===== config.mk =====
export PLATFORM = sky130hd
export DESIGN_NAME = cspc_core
export DESIGN_NICKNAME = d
export VERILOG_FILES = /design/src/verilog/cspc_pkg.sv /design/src/verilog/cspc_recovery.sv /design/src/verilog/cspc_clock_div.sv /design/src/verilog/cspc_core.sv
export VERILOG_INCLUDE_DIRS = /design/src /design/src/verilog
export SDC_FILE = /design/constraint.sdc
export NUM_CORES = 1
export LEC_CHECK = 0
export BUFFER_PORTS_ARGS = -buffer_cell sky130_fd_sc_hd__buf_2
export CELL_PAD_IN_SITES_DETAIL_PLACEMENT = 1
export CELL_PAD_IN_SITES_GLOBAL_PLACEMENT = 1
export CORE_ASPECT_RATIO = 2
export CORE_MARGIN = 3
export CORE_UTILIZATION = 30
export CTS_BUF_LIST = sky130_fd_sc_hd__clkbuf_16
export DETAILED_ROUTE_END_ITERATION = 10
export PLACE_DENSITY = 0.69
export SKIP_CTS_REPAIR_TIMING = 1
export SYNTH_ARGS = -nofsm -noshare
export SYNTH_HDL_FRONTEND = slang
export SYNTH_SLANG_ARGS = --single-unit

===== constraint.sdc =====
create_clock -name clk -period 3 [get_ports clk]
set_input_delay 0.15 -clock clk [delete_from_list [all_inputs] [get_ports clk]]
set_output_delay 0.15 -clock clk [all_outputs]
set_load 0.02 [all_outputs]

===== src/verilog/cspc_map.svh =====
`ifndef CSPC_MAP_SVH
`define CSPC_MAP_SVH
`define CSPC_IDX_CTRL       7'h00
`define CSPC_IDX_STATUS     7'h01
`define CSPC_IDX_HOST       7'h02
`define CSPC_IDX_INTR       7'h5F
`define CSPC_CTRL_RESET     8'h01
`define CSPC_CTRL_MASK      8'h4F
`define CSPC_CTRL_INIT      0
`define CSPC_CTRL_IE        1
`define CSPC_CTRL_SIE       2
`define CSPC_CTRL_EIE       3
`define CSPC_CTRL_CCE       6
`define CSPC_ST_LEC_LSB     0
`define CSPC_ST_TX_SUCCESS_FLAG        3
`define CSPC_ST_RX_SUCCESS_FLAG        4
`define CSPC_ST_WAKE        5
`define CSPC_ST_WARN        6
`define CSPC_ST_BUS_OFF_FLAG        7
`define CSPC_HOST_RESET     8'h61
`define CSPC_HOST_IN_RESET  8'hE1
`define CSPC_HOST_MASK      8'h7D
`define CSPC_HOST_CEN       0
`define CSPC_HOST_MUX       2
`define CSPC_HOST_SLEEP     3
`define CSPC_HOST_PWD       4
`define CSPC_HOST_DMC       5
`define CSPC_HOST_DSC       6
`define CSPC_HOST_HW_RESET_STATUS     7
`define CSPC_LIMIT_BUS_OFF_FLAG     9'h100
`define CSPC_LIMIT_WARN     9'h060
`define CSPC_LEC_NONE       3'h0
`define CSPC_LEC_UNUSED     3'h7
`define CSPC_LEC_RECOVERY   3'h5
`define CSPC_RUN_BITS       4'hB
`define CSPC_RUN_GROUPS     8'h80
`define CSPC_RESET_HOLD     5'h10
`define CSPC_INT_STATUS     8'h01
`define CSPC_INT_OBJ_BASE   8'h02
`define CSPC_SETTLE_MS      10
`define CSPC_CLK_MHZ        100
`define CSPC_SETTLE_CYC     (`CSPC_SETTLE_MS * 1000 * `CSPC_CLK_MHZ)
`endif


===== src/verilog/cspc_pkg.sv =====
package cspc_pkg;
  typedef enum logic [1:0] {
    CSPC_RUN,
    CSPC_SLEEP,
    CSPC_PDOWN
  } cspc_mode_type;

  typedef struct packed {
    logic       frame_start;
    logic       frame_error;
    logic [2:0] error_code;
    logic       rx_ok;
    logic       tx_ok;
    logic       bit_strobe;
    logic       bit_recessive;
  } cspc_bus_evt_type;

  typedef struct packed {
    logic [8:0] tx_count;
    logic [8:0] rx_count;
  } cspc_err_cnt_type;
endpackage


===== src/verilog/cspc_recovery.sv =====
`timescale 1ns/1ps
`include "cspc_map.svh"
module cspc_recovery (
  // Clock and reset.
  input  wire logic clk,
  input  wire logic rst_n,
  // Control and bus bits.
  input  wire logic active,
  input  wire logic bit_strobe,
  input  wire logic bit_recessive,
  // Results.
  output logic      run_seen,
  output logic      done
);
  logic [3:0] run_bits;
  logic [7:0] groups;

  // A dominant bit restarts the run, so only idle bus time counts.
  always_ff @(posedge clk) begin
    run_seen <= 1'b0;
    done     <= 1'b0;
    if (!rst_n || !active) begin
      run_bits <= 4'h0;
      groups   <= 8'h00;
    end else if (bit_strobe) begin
      if (!bit_recessive) begin
        run_bits <= 4'h0;
      end else if (run_bits == `CSPC_RUN_BITS - 4'h1) begin
        run_bits <= 4'h0;
        run_seen <= 1'b1;
        groups   <= groups + 8'h01;
        done     <= (groups == `CSPC_RUN_GROUPS - 8'h01); // RQ2
      end else begin
        run_bits <= run_bits + 4'h1;
      end
    end
  end

  property p_done_after_groups;
    @(posedge clk) disable iff (!rst_n)
    done |-> $past(groups) == 8'h7F && $past(run_bits) == 4'hA;
  endproperty
  a_done_after_groups: assert property (p_done_after_groups) // RQ2
    else $error("Recovery ended before 128 runs of 11 bits.");
endmodule


===== src/verilog/cspc_clock_div.sv =====
`timescale 1ns/1ps
module cspc_clock_div (
  // Clock and reset.
  input  wire logic clk,
  input  wire logic rst_n,
  // Settings.
  input  wire logic system_clock_halver,
  input  wire logic memory_clock_halver,
  input  wire logic clock_output_enable,
  input  wire logic stop,
  // Clock ticks and pin.
  output logic      system_tick,
  output logic      memory_tick,
  output logic      clock_out
);
  logic sys_phase;
  logic mem_phase;
  logic next_sys;

  always_comb begin
    next_sys = !system_clock_halver || sys_phase; // RQ16
  end

  // Ticks are enables rather than derived clocks, so one domain remains.
  always_ff @(posedge clk) begin
    if (!rst_n || stop) begin
      sys_phase   <= 1'b0;
      mem_phase   <= 1'b0;
      system_tick <= 1'b0;
      memory_tick <= 1'b0;
    end else begin
      sys_phase   <= !sys_phase;
      system_tick <= next_sys;
      if (next_sys) begin
        mem_phase <= !mem_phase;
      end
      memory_tick <= next_sys && (!memory_clock_halver || mem_phase); // RQ16
    end
  end

  always_ff @(posedge clk) begin
    if (!rst_n || stop || !clock_output_enable) begin
      clock_out <= 1'b0; // RQ17 RQ19
    end else if (next_sys) begin
      clock_out <= !clock_out;
    end
  end

  property p_clock_out_gated;
    @(posedge clk) disable iff (!rst_n)
    (!clock_output_enable || stop) |=> !clock_out;
  endproperty
  a_clock_out_gated: assert property (p_clock_out_gated) // RQ17
    else $error("Clock output toggled while gated.");
endmodule


===== src/verilog/cspc_core.sv =====
// Overview of operation
// RQ1 - Bus-off at count 256 stops frame traffic
// RQ2 - Recovery clears counters, waits 128 idle runs
// RQ3 - Warning flag set at count 96
// RQ4 - Warning interrupts need error and global enables
// RQ5 - Wake flag low asleep, set on exit
// RQ6 - Any clean frame sets receive flag
// RQ7 - Acknowledged own frame sets transmit flag
// RQ8 - Error code holds first error, cleared clean
// RQ9 - Error codes one through six defined
// RQ10 - Recovery writes code five per idle run
// RQ11 - Status read drops status interrupt
// RQ12 - Every success raises enabled status interrupt
// RQ13 - Object interrupts served in fixed priority
// RQ14 - Host register reads E1 in reset, 61 after
// RQ15 - Reset status set, other access refused
// RQ16 - Halver bits divide system and memory clocks
// RQ17 - Clock output enable gates pin, set
// RQ18 - Low speed select moves interrupt pin
// RQ19 - Low power stops oscillator and objects
// RQ20 - Power down leaves on reset or clear
// RQ21 - Sleep leaves on clear or activity, 10 ms
// RQ22 - Host configures before low power modes
// RQ23 - Going bus-off sets configuration hold
// RQ24 - Power down overrides sleep bit
//
// Chosen here: the Avalon-MM slave port.
`timescale 1ns/1ps
`include "cspc_map.svh"
module cspc_core #(
  parameter int unsigned SETTLE_CYCLES = `CSPC_SETTLE_CYC
) (
  // Clock and reset.
  input  wire logic                      clk,
  input  wire logic                      rst_n,
  // Avalon-MM slave.
  input  wire logic [8:0]                address,
  input  wire logic                      read,
  input  wire logic                      write,
  input  wire logic [31:0]               writedata,
  input  wire logic [3:0]                byteenable,
  output logic      [31:0]               readdata,
  output logic                           waitrequest,
  // Protocol engine.
  input  wire cspc_pkg::cspc_bus_evt_type bus_evt,
  input  wire cspc_pkg::cspc_err_cnt_type err_cnt,
  output logic                           counters_reset,
  output logic                           bus_enable,
  // Message objects.
  input  wire logic [14:0]               obj_tx_event,
  input  wire logic [14:0]               obj_rx_event,
  input  wire logic [14:0]               object_tx_irq_enable,
  input  wire logic [14:0]               object_rx_irq_enable,
  output logic                           obj_access_enable,
  output logic                           config_write_unlock,
  // Pins.
  input  wire logic                      can_rx_pin,
  output logic                           int_main_n,
  output logic                           int_alt_n,
  output logic                           half_ref_enable,
  output logic                           osc_enable,
  output logic                           system_tick,
  output logic                           memory_tick,
  output logic                           clock_out
);
  logic [7:0]  ctrl;
  logic [7:0]  host_ctl;
  logic        bus_off_flag;
  logic        error_warning_flag;
  logic        wakeup_flag;
  logic        rx_success_flag;
  logic        tx_success_flag;
  logic [2:0]  last_error_code;
  logic        err_in_frame;
  logic        recovering;
  logic        stat_pend;
  logic        stat_seen;
  logic [14:0] obj_pend;
  logic [4:0]  hold_cnt;
  logic [19:0] settle_cnt;
  logic        rx_meta;
  logic        rx_sync;
  logic        warn_prev;
  logic        bus_off_flag_prev;
  logic        run_seen;
  logic        rec_done;
  cspc_pkg::cspc_mode_type mode;
  cspc_pkg::cspc_mode_type next_mode;
  logic        hold;
  logic        wr_acc;
  logic        rd_acc;
  logic [6:0]  idx;
  logic        low_power;
  logic        activity;
  logic        irq_cond;
  logic [7:0]  int_code;
  logic [7:0]  status_val;
  logic [8:0]  worst;

  function automatic logic hit(input logic [6:0] a, input logic [6:0] r);
    hit = (a == r);
  endfunction

  function automatic logic [7:0] obj_code(input logic [14:0] p);
    obj_code = 8'h00;
    for (int i = 14; i >= 0; i--) begin
      if (p[i]) begin
        obj_code = `CSPC_INT_OBJ_BASE + 8'(i);
      end
    end
  endfunction

  always_comb begin
    hold       = (hold_cnt != 5'h00);
    idx        = address[8:2];
    wr_acc     = write && !waitrequest && byteenable[0];
    rd_acc     = read && !waitrequest;
    low_power  = (mode != cspc_pkg::CSPC_RUN);
    activity   = !rx_sync;
    worst      = (err_cnt.tx_count > err_cnt.rx_count) ?
                 err_cnt.tx_count : err_cnt.rx_count;
    int_code   = stat_pend ? `CSPC_INT_STATUS : obj_code(obj_pend); // RQ13
    irq_cond   = ctrl[`CSPC_CTRL_IE] && (int_code != 8'h00);
    status_val = {bus_off_flag, error_warning_flag, wakeup_flag,
                  rx_success_flag, tx_success_flag, last_error_code};
  end

  // Power down wins over sleep whatever the sleep bit holds.
  always_comb begin
    if (host_ctl[`CSPC_HOST_PWD]) begin
      next_mode = cspc_pkg::CSPC_PDOWN; // RQ24
    end else if (host_ctl[`CSPC_HOST_SLEEP]) begin
      next_mode = cspc_pkg::CSPC_SLEEP; // RQ24
    end else begin
      next_mode = cspc_pkg::CSPC_RUN;
    end
  end

  // The pin is asynchronous to clk, so two stages precede any use.
  always_ff @(posedge clk) begin
    if (!rst_n) begin
      rx_meta <= 1'b1;
      rx_sync <= 1'b1;
    end else begin
      rx_meta <= can_rx_pin;
      rx_sync <= rx_meta;
    end
  end

  // A fixed hold after release stands in for the internal reset phase.
  always_ff @(posedge clk) begin
    if (!rst_n) begin
      hold_cnt <= `CSPC_RESET_HOLD; // RQ15
    end else if (hold) begin
      hold_cnt <= hold_cnt - 5'h01;
    end
  end

  // One wait cycle per access; read data settle before the accept edge.
  always_ff @(posedge clk) begin
    if (!rst_n) begin
      waitrequest <= 1'b1;
      readdata    <= 32'h0000_0000;
      stat_seen   <= 1'b0;
    end else begin
      waitrequest <= !((read || write) && waitrequest);
      if (read && waitrequest) begin
        readdata  <= 32'h0000_0000;
        stat_seen <= 1'b0;
        if (hit(idx, `CSPC_IDX_HOST)) begin
          readdata[7:0] <= {hold, host_ctl[6:0]}; // RQ14
        end else if (!hold) begin // RQ15
          if (hit(idx, `CSPC_IDX_CTRL)) begin
            readdata[7:0] <= ctrl;
          end else if (hit(idx, `CSPC_IDX_STATUS)) begin
            readdata[7:0] <= status_val;
            stat_seen     <= stat_pend;
          end else if (hit(idx, `CSPC_IDX_INTR)) begin
            readdata[7:0] <= int_code;
          end
        end
      end
    end
  end

  always_ff @(posedge clk) begin
    if (!rst_n) begin
      ctrl <= `CSPC_CTRL_RESET;
    end else begin
      if (wr_acc && !hold && hit(idx, `CSPC_IDX_CTRL)) begin
        ctrl <= writedata[7:0] & `CSPC_CTRL_MASK;
      end
      if (!bus_off_flag && worst >= `CSPC_LIMIT_BUS_OFF_FLAG) begin
        ctrl[`CSPC_CTRL_INIT] <= 1'b1; // RQ23
      end
    end
  end

  // Reset leaves power down because the register returns to its default.
  always_ff @(posedge clk) begin
    if (!rst_n) begin
      host_ctl <= `CSPC_HOST_RESET; // RQ14 RQ17 RQ20
    end else begin
      if (wr_acc && hit(idx, `CSPC_IDX_HOST)) begin
        host_ctl <= writedata[7:0] & `CSPC_HOST_MASK; // RQ16 RQ20
      end
      if (mode == cspc_pkg::CSPC_SLEEP && activity) begin
        host_ctl[`CSPC_HOST_SLEEP] <= 1'b0; // RQ21
      end
    end
  end

  always_ff @(posedge clk) begin
    if (!rst_n) begin
      mode       <= cspc_pkg::CSPC_RUN;
      settle_cnt <= 20'h0_0000;
    end else begin
      mode <= next_mode;
      case (mode)
        cspc_pkg::CSPC_SLEEP: begin
          if (activity) begin
            settle_cnt <= SETTLE_CYCLES[19:0]; // RQ21
          end
        end
        cspc_pkg::CSPC_RUN: begin
          if (settle_cnt != 20'h0_0000) begin
            settle_cnt <= settle_cnt - 20'h0_0001;
          end
        end
        default: begin
          settle_cnt <= 20'h0_0000;
        end
      endcase
    end
  end

  // The warning flag is a pure level of the counters.
  always_ff @(posedge clk) begin
    if (!rst_n) begin
      error_warning_flag <= 1'b0;
      warn_prev          <= 1'b0;
      bus_off_flag_prev          <= 1'b0;
    end else begin
      error_warning_flag <= (worst >= `CSPC_LIMIT_WARN); // RQ3
      warn_prev          <= error_warning_flag;
      bus_off_flag_prev          <= bus_off_flag;
    end
  end

  always_ff @(posedge clk) begin
    counters_reset <= 1'b0;
    if (!rst_n) begin
      bus_off_flag <= 1'b0;
      recovering   <= 1'b0;
    end else if (!bus_off_flag) begin
      bus_off_flag <= (worst >= `CSPC_LIMIT_BUS_OFF_FLAG); // RQ1
    end else if (!recovering && !ctrl[`CSPC_CTRL_INIT]) begin
      recovering     <= 1'b1; // RQ1
      counters_reset <= 1'b1; // RQ2
    end else if (rec_done) begin
      bus_off_flag <= 1'b0; // RQ2
      recovering   <= 1'b0;
    end
  end

  cspc_recovery u_recovery (
    .clk           (clk),
    .rst_n         (rst_n),
    .active        (recovering),
    .bit_strobe    (bus_evt.bit_strobe),
    .bit_recessive (bus_evt.bit_recessive),
    .run_seen      (run_seen),
    .done          (rec_done)
  );

  // A flag set in the same cycle as a host clear stays set.
  always_ff @(posedge clk) begin
    if (!rst_n) begin
      rx_success_flag <= 1'b0;
      tx_success_flag <= 1'b0;
    end else begin
      if (wr_acc && !hold && hit(idx, `CSPC_IDX_STATUS)) begin
        rx_success_flag <= rx_success_flag && writedata[`CSPC_ST_RX_SUCCESS_FLAG];
        tx_success_flag <= tx_success_flag && writedata[`CSPC_ST_TX_SUCCESS_FLAG];
      end
      if (bus_evt.rx_ok) begin
        rx_success_flag <= 1'b1; // RQ6
      end
      if (bus_evt.tx_ok) begin
        tx_success_flag <= 1'b1; // RQ7
      end
    end
  end

  always_ff @(posedge clk) begin
    if (!rst_n) begin
      last_error_code <= `CSPC_LEC_NONE;
      err_in_frame    <= 1'b0;
    end else begin
      if (wr_acc && !hold && hit(idx, `CSPC_IDX_STATUS)) begin
        last_error_code <= writedata[2:0]; // RQ8
      end
      if (bus_evt.frame_start) begin
        err_in_frame <= 1'b0;
      end
      if (bus_evt.frame_error && !err_in_frame &&
          bus_evt.error_code != `CSPC_LEC_UNUSED) begin
        last_error_code <= bus_evt.error_code; // RQ8 RQ9
        err_in_frame    <= 1'b1;
      end else if (bus_evt.rx_ok || bus_evt.tx_ok) begin
        last_error_code <= `CSPC_LEC_NONE; // RQ8
      end
      if (run_seen) begin
        last_error_code <= `CSPC_LEC_RECOVERY; // RQ10
      end
    end
  end

  always_ff @(posedge clk) begin
    if (!rst_n) begin
      wakeup_flag <= 1'b0;
    end else if (low_power && next_mode == cspc_pkg::CSPC_RUN) begin
      wakeup_flag <= 1'b1; // RQ5
    end else if (mode == cspc_pkg::CSPC_SLEEP) begin
      wakeup_flag <= 1'b0; // RQ5
    end else if (rd_acc && !hold && hit(idx, `CSPC_IDX_STATUS) &&
                 readdata[`CSPC_ST_WAKE]) begin
      wakeup_flag <= 1'b0; // RQ5
    end
  end

  // Only the pending state the read returned is cleared, so nothing is lost.
  always_ff @(posedge clk) begin
    if (!rst_n) begin
      stat_pend <= 1'b0;
    end else if ((ctrl[`CSPC_CTRL_SIE] &&
                  (bus_evt.rx_ok || bus_evt.tx_ok || run_seen ||
                   (bus_evt.frame_error && !err_in_frame) ||
                   (low_power && next_mode == cspc_pkg::CSPC_RUN))) ||
                 (ctrl[`CSPC_CTRL_EIE] &&
                  (warn_prev != error_warning_flag ||
                   bus_off_flag_prev != bus_off_flag))) begin
      stat_pend <= 1'b1; // RQ4 RQ12
    end else if (rd_acc && hit(idx, `CSPC_IDX_STATUS) && stat_seen) begin
      stat_pend <= 1'b0; // RQ11
    end
  end

  always_ff @(posedge clk) begin
    if (!rst_n) begin
      obj_pend <= 15'h0000;
    end else begin
      for (int i = 0; i < 15; i++) begin
        if ((obj_tx_event[i] && object_tx_irq_enable[i]) ||
            (obj_rx_event[i] && object_rx_irq_enable[i])) begin
          obj_pend[i] <= 1'b1; // RQ13
        end else if (rd_acc && !hold && hit(idx, `CSPC_IDX_INTR) &&
                     readdata[7:0] == `CSPC_INT_OBJ_BASE + 8'(i)) begin
          obj_pend[i] <= 1'b0;
        end
      end
    end
  end

  // Pending codes stay stored while the global enable is off.
  always_ff @(posedge clk) begin
    if (!rst_n) begin
      int_main_n      <= 1'b1;
      int_alt_n       <= 1'b1;
      half_ref_enable <= 1'b0;
    end else begin
      int_main_n      <= !(irq_cond && !host_ctl[`CSPC_HOST_MUX]); // RQ18
      int_alt_n       <= !(irq_cond && host_ctl[`CSPC_HOST_MUX]); // RQ18
      half_ref_enable <= host_ctl[`CSPC_HOST_MUX] &&
                         mode != cspc_pkg::CSPC_PDOWN; // RQ18
    end
  end

  always_ff @(posedge clk) begin
    if (!rst_n) begin
      bus_enable          <= 1'b0;
      obj_access_enable   <= 1'b0;
      osc_enable          <= 1'b1;
      config_write_unlock <= 1'b0;
    end else begin
      bus_enable <= !ctrl[`CSPC_CTRL_INIT] && !bus_off_flag && !low_power &&
                    settle_cnt == 20'h0_0000; // RQ1 RQ21
      obj_access_enable   <= !low_power && !hold; // RQ19
      osc_enable          <= !low_power; // RQ19
      config_write_unlock <= ctrl[`CSPC_CTRL_CCE];
    end
  end

  cspc_clock_div u_clock_div (
    .clk                 (clk),
    .rst_n               (rst_n),
    .system_clock_halver (host_ctl[`CSPC_HOST_DSC]),
    .memory_clock_halver (host_ctl[`CSPC_HOST_DMC]),
    .clock_output_enable (host_ctl[`CSPC_HOST_CEN]),
    .stop                (low_power),
    .system_tick         (system_tick),
    .memory_tick         (memory_tick),
    .clock_out           (clock_out)
  );

  property p_bus_off_silent;
    @(posedge clk) disable iff (!rst_n)
    bus_off_flag |=> !bus_enable;
  endproperty
  a_bus_off_silent: assert property (p_bus_off_silent) // RQ1
    else $error("Bus enabled while bus-off.");

  property p_warn_level;
    @(posedge clk) disable iff (!rst_n)
    (err_cnt.tx_count >= 9'h060) |=> error_warning_flag;
  endproperty
  a_warn_level: assert property (p_warn_level) // RQ3
    else $error("Warning flag missing at count 96.");

  property p_irq_needs_ie;
    @(posedge clk) disable iff (!rst_n)
    $fell(int_main_n) |-> $past(ctrl[1]);
  endproperty
  a_irq_needs_ie: assert property (p_irq_needs_ie) // RQ4
    else $error("Interrupt raised with global enable clear.");

  property p_host_in_reset;
    @(posedge clk) disable iff (!rst_n)
    (read && waitrequest && hold && idx == 7'h02) |=> readdata[7:0] == 8'hE1;
  endproperty
  a_host_in_reset: assert property (p_host_in_reset) // RQ14
    else $error("Host register not E1 during reset.");

  property p_sleep_wake_low;
    @(posedge clk) disable iff (!rst_n)
    mode == cspc_pkg::CSPC_SLEEP && next_mode == cspc_pkg::CSPC_SLEEP |=>
      !wakeup_flag;
  endproperty
  a_sleep_wake_low: assert property (p_sleep_wake_low) // RQ5
    else $error("Wake flag high while asleep.");

  property p_alt_pin_quiet;
    @(posedge clk) disable iff (!rst_n)
    !host_ctl[2] |=> int_alt_n;
  endproperty
  a_alt_pin_quiet: assert property (p_alt_pin_quiet) // RQ18
    else $error("Alternate pin driven without low speed select.");

  property p_bus_off_flag_sets_hold;
    @(posedge clk) disable iff (!rst_n)
    $rose(bus_off_flag) |-> ctrl[0];
  endproperty
  a_bus_off_flag_sets_hold: assert property (p_bus_off_flag_sets_hold) // RQ23
    else $error("Going bus-off left the hold bit clear.");

  property p_power_down_wins;
    @(posedge clk) disable iff (!rst_n)
    host_ctl[4] |=> mode == cspc_pkg::CSPC_PDOWN ##1 !osc_enable;
  endproperty
  a_power_down_wins: assert property (p_power_down_wins) // RQ24
    else $error("Power down not entered.");
endmodule


==> run_results.csv <==
group,metric,value,unit
status,status,"finished, violations left",
status,violations,"hold timing",
yosys,synth.mux.area_fraction,0.0346,
timing,finalHoldViolations,2,
route,viasPerCell,5.25,
yosys,synth_adder_area_share,0.0329,
route,ant_nets,0,
yosys,synth_top_family_by_area,"simple AND/OR/NAND/NOR gates",
clocking,cts.path.max_buffers,2,
grt,grt_overflow,0,
die,coreArea,0.0174,sq mm
yosys,number_of_enable_type_register_cells_in_the_synthesized_netlist,0,
worst_setup_path,cp_slowest_cell,"sky130_fd_sc_hd__or4_1",
yosys,synth_ff_type,"sky130_fd_sc_hd__dfxtp_1",
grt,track_usage,0.170,
yosys,netlist_area,0.00532,sq mm
yosys,synth_compound_gate_area_share,0.196,
yosys,avgSynthCellArea,8.41,sq um
clocking,cts_inserted_buffers,9,
worst_setup_path,critPathTopFamily,"simple AND/OR/NAND/NOR gates",
worst_setup_path,reg2reg_slack,590,ps
timing,post_layout_minimum_cycle_time,2410,ps
yosys,netlist_top_cells_area,"sky130_fd_sc_hd__dfxtp_1 (40%), sky130_fd_sc_hd__nor2_1 (5.9%), sky130_fd_sc_hd__a21oi_1 (3.8%), sky130_fd_sc_hd__buf_4 (3.4%), sky130_fd_sc_hd__ha_1 (3.3%)",
min_path,hp-class,"in -> reg",
finish,fillCellCount,2160,
worst_setup_path,path_class,"reg -> reg",
route,met2_wirelength,9070,um
clocking,clock_sinks,105,
route,initialDrtViolationCount,142,
clocking,clk_root_buffer_cell,"sky130_fd_sc_hd__clkbuf_16",
placement,globalplace.congestion,0.836,
timing,clock_skews,13.9,ps
die,io-pin-count,181,
pwr,ir_worst_vdd,0.252,mV
placement,pre_cts_slack,598,ps
finish,share_of_cells_above_drive_strength_1,0.219,
worst_setup_path,critPathMaxFanout,9,
die,start_util,0.306,
die,die_area,0.0195,sq mm
worst_setup_path,crit_path_frequent_cell,"sky130_fd_sc_hd__nand3_2",
grt,first_global_vias,5365,
pwr,power_density,663,mW/mm^2
route,totalWireLength,16400,um
placement,dpl-instance-area,0.00610,sq mm
yosys,synth_top_cell_by_area,"sky130_fd_sc_hd__dfxtp_1",
worst_setup_path,crit_required,3290,ps
worst_setup_path,critical_path_cell_sequence,"inv_1 > ha_1 > nor3b_1 > buf_4 > nand3_2 > o41a_1 > nand3_2 > or4_1 > nand2_1",
yosys,xor_xnor_portion_of_the_synthesized_cell_area,0.0198,
timing,worst_slew_margin_rel,0.575,
timing,final_critical_path_setup_slack,588,ps
pwr,leakage,2.66,nW
timing,finalCritPeriodShare,0.804,
yosys,synth.yosys.warnings,0,
clocking,clock_pin_slew_reported_for_the_worst_setup_and_hold_paths_after_clock_tree_synthesis,70,ps
job,drv.max_cap_violation_count,0,
route,total_routed_wire_length_on_the_met1_layer,5910,um
die,die_y,194,um
timing,fin_worst_hold_slack,-13.2,ps
yosys,synth_seq_cells,105,
grt,grt_antenna_before_repair,0,
yosys,ys_async_sr_fraction,0,
route,wl_met3,794,um
yosys,netlist-cell-type-count,68,
timing,fin_setup_tns,0,ps
die,chipWidth,100,um
placement,io_buffer_count,126,
worst_setup_path,arrival_time_at_the_worst_endpoint,2700,ps
worst_setup_path,start_kind,"register",
placement,detailed_place_hpwl,13100,um
route,average_detailed_routed_wire_length_per_instance,16.9,um
timing,rsz0062_at_grt,"false",
worst_setup_path,worst_setup_path_end_kind,"register",
pwr,total_power,0.00423,W
worst_setup_path,cp.buffers_inverters,2,
route,dr_total_vias,5108,
yosys,synth-seq-area-share,0.395,
yosys,synth_simple_gate_area_frac,0.250,
finish,num_antenna_cells,0,
route,drc_markers,0,
clocking,worst_skew_pair.late_latency,350,ps
route,drt_first_pass_iters,4,
worst_setup_path,worst_path_largest_cell_delay,480,ps
yosys,netlist_instances,632,
timing,setup_viol_count_final,0,
clocking,htreeDepth,3,
die,rows,68,
yosys,yosys.area.top_type_share,0.395,
route,topRoutingLayerUsed,"met4",
timing,transition_time_at_the_pin_with_the_least_slew_margin,634,ps
timing,timing.fmax,415,MHz
finish,design_area,0.00637,sq mm
grt,grt_start_max_net_pins,41,
clocking,cts_tree,"done",
finish,nets,909,
grt,global_route_wire_length_before_repair,26400,um
timing,report.final.slew_viol_count,0,
finish,area_growth,19.8,%
## cells in the final DEF (no fill, tap or decap), types with 22 or more instances in the layout
master / Yosys / layout
sky130_fd_sc_hd__buf_2: 3 / 126
sky130_fd_sc_hd__dfxtp_1: 105 / 105
sky130_fd_sc_hd__nor2_1: 83 / 83
sky130_fd_sc_hd__nand2_1: 43 / 43
sky130_fd_sc_hd__a21oi_1: 40 / 40
sky130_fd_sc_hd__inv_1: 30 / 30
sky130_fd_sc_hd__o21ai_1: 26 / 26
sky130_fd_sc_hd__conb_1: 1 / 24
sky130_fd_sc_hd__nor3_1: 22 / 22
## synthesized netlist by cell type, types with 15 or more instances
master,count
sky130_fd_sc_hd__o21ai_0,18
sky130_fd_sc_hd__nor3_1,22
sky130_fd_sc_hd__buf_4,24
sky130_fd_sc_hd__inv_1,30
sky130_fd_sc_hd__nand3_1,15
sky130_fd_sc_hd__nand2_1,43
sky130_fd_sc_hd__a21oi_1,40
sky130_fd_sc_hd__a22oi_1,18
sky130_fd_sc_hd__dfxtp_1,105
sky130_fd_sc_hd__o21ai_1,26
sky130_fd_sc_hd__nand2b_1,15
sky130_fd_sc_hd__mux2i_1,15
sky130_fd_sc_hd__nor2_1,83
## path summary, 6_finish.rpt
path                            cells past startpoint                        startpoint                               end
worst min-delay path                                2                        can_rx_pin                rx_meta$_SDFF_PN1_
worst max-delay path                                9        settle_cnt[0]$_SDFFE_PN0P_        settle_cnt[5]$_SDFFE_PN0P_
worst max register to register                      9        settle_cnt[0]$_SDFFE_PN0P_        settle_cnt[5]$_SDFFE_PN0P_
worst min register to register                      1  u_clock_div.sys_phase$_SDFF_PP0_  u_clock_div.sys_phase$_SDFF_PP0_
## metrics by stage
step                 util  std cells
floorplan               -        655
global placement    0.351        957
detailed placement  0.351        957
CTS                 0.367        973
global route        0.367        973
finish              0.367        973
## worst reg2reg max path: cells and delay by family, from the launching register on
family	cells	cell delay (ps)
AOI/OAI and AO/OA	1	410
and+or+nand+nor	5	1090
adders and majority gates	1	250
buffers and inverters	2	240
DFF	1	360
## registers in the layout, summed over array words and instances, names as in the netlist, 2 cells and up
signal and cells:
ctrl 5, mode 2, hold_cnt 5, last_error_code 3
settle_cnt 20, readdata 8, u_recovery.run_bits 4, obj_pend 15
host_ctl 6, u_recovery.groups 8
## kinds of logic (layout without fill, tap and decap cells)
kind of cell	after synthesis	count (layout)
AND/OR/NAND/NOR	249	249
AO/OA/AOI/OAI	160	160
multiplexers	18	18
buffers and inverters	73	181
other	1	24
flip-flops	105	105
adder cells (fa/ha/maj)	14	14
XOR/XNOR	12	12
## per-layer routing
layer / track usage / vias to the layer above
li1: - / 2479
met2: 0.325 / 136
met5: 0 / -
met4: 0.0830 / 0
met1: 0.169 / 2460
met3: 0.0317 / 33
## power breakdown
part           switching [W]  internal (W)  leakage, nW
Combinational       0.000766      0.000571         1.66
Sequential          0.000198       0.00158        0.860
Clock               0.000551      0.000564        0.138
## layout make-up
type	count	area (sq um)	share of cell area
Clock inverter	7	45.0	0.00707
Inverter	30	113	0.0177
Timing Repair Buffer	135	698	0.110
Clock buffer	9	225	0.0353
Sequential cell	105	2100	0.330
Multi-Input combinational cell	477	2930	0.459
Tap cell	210	263	0.0412
No activity file was read; power rests on OpenSTA's default activity.
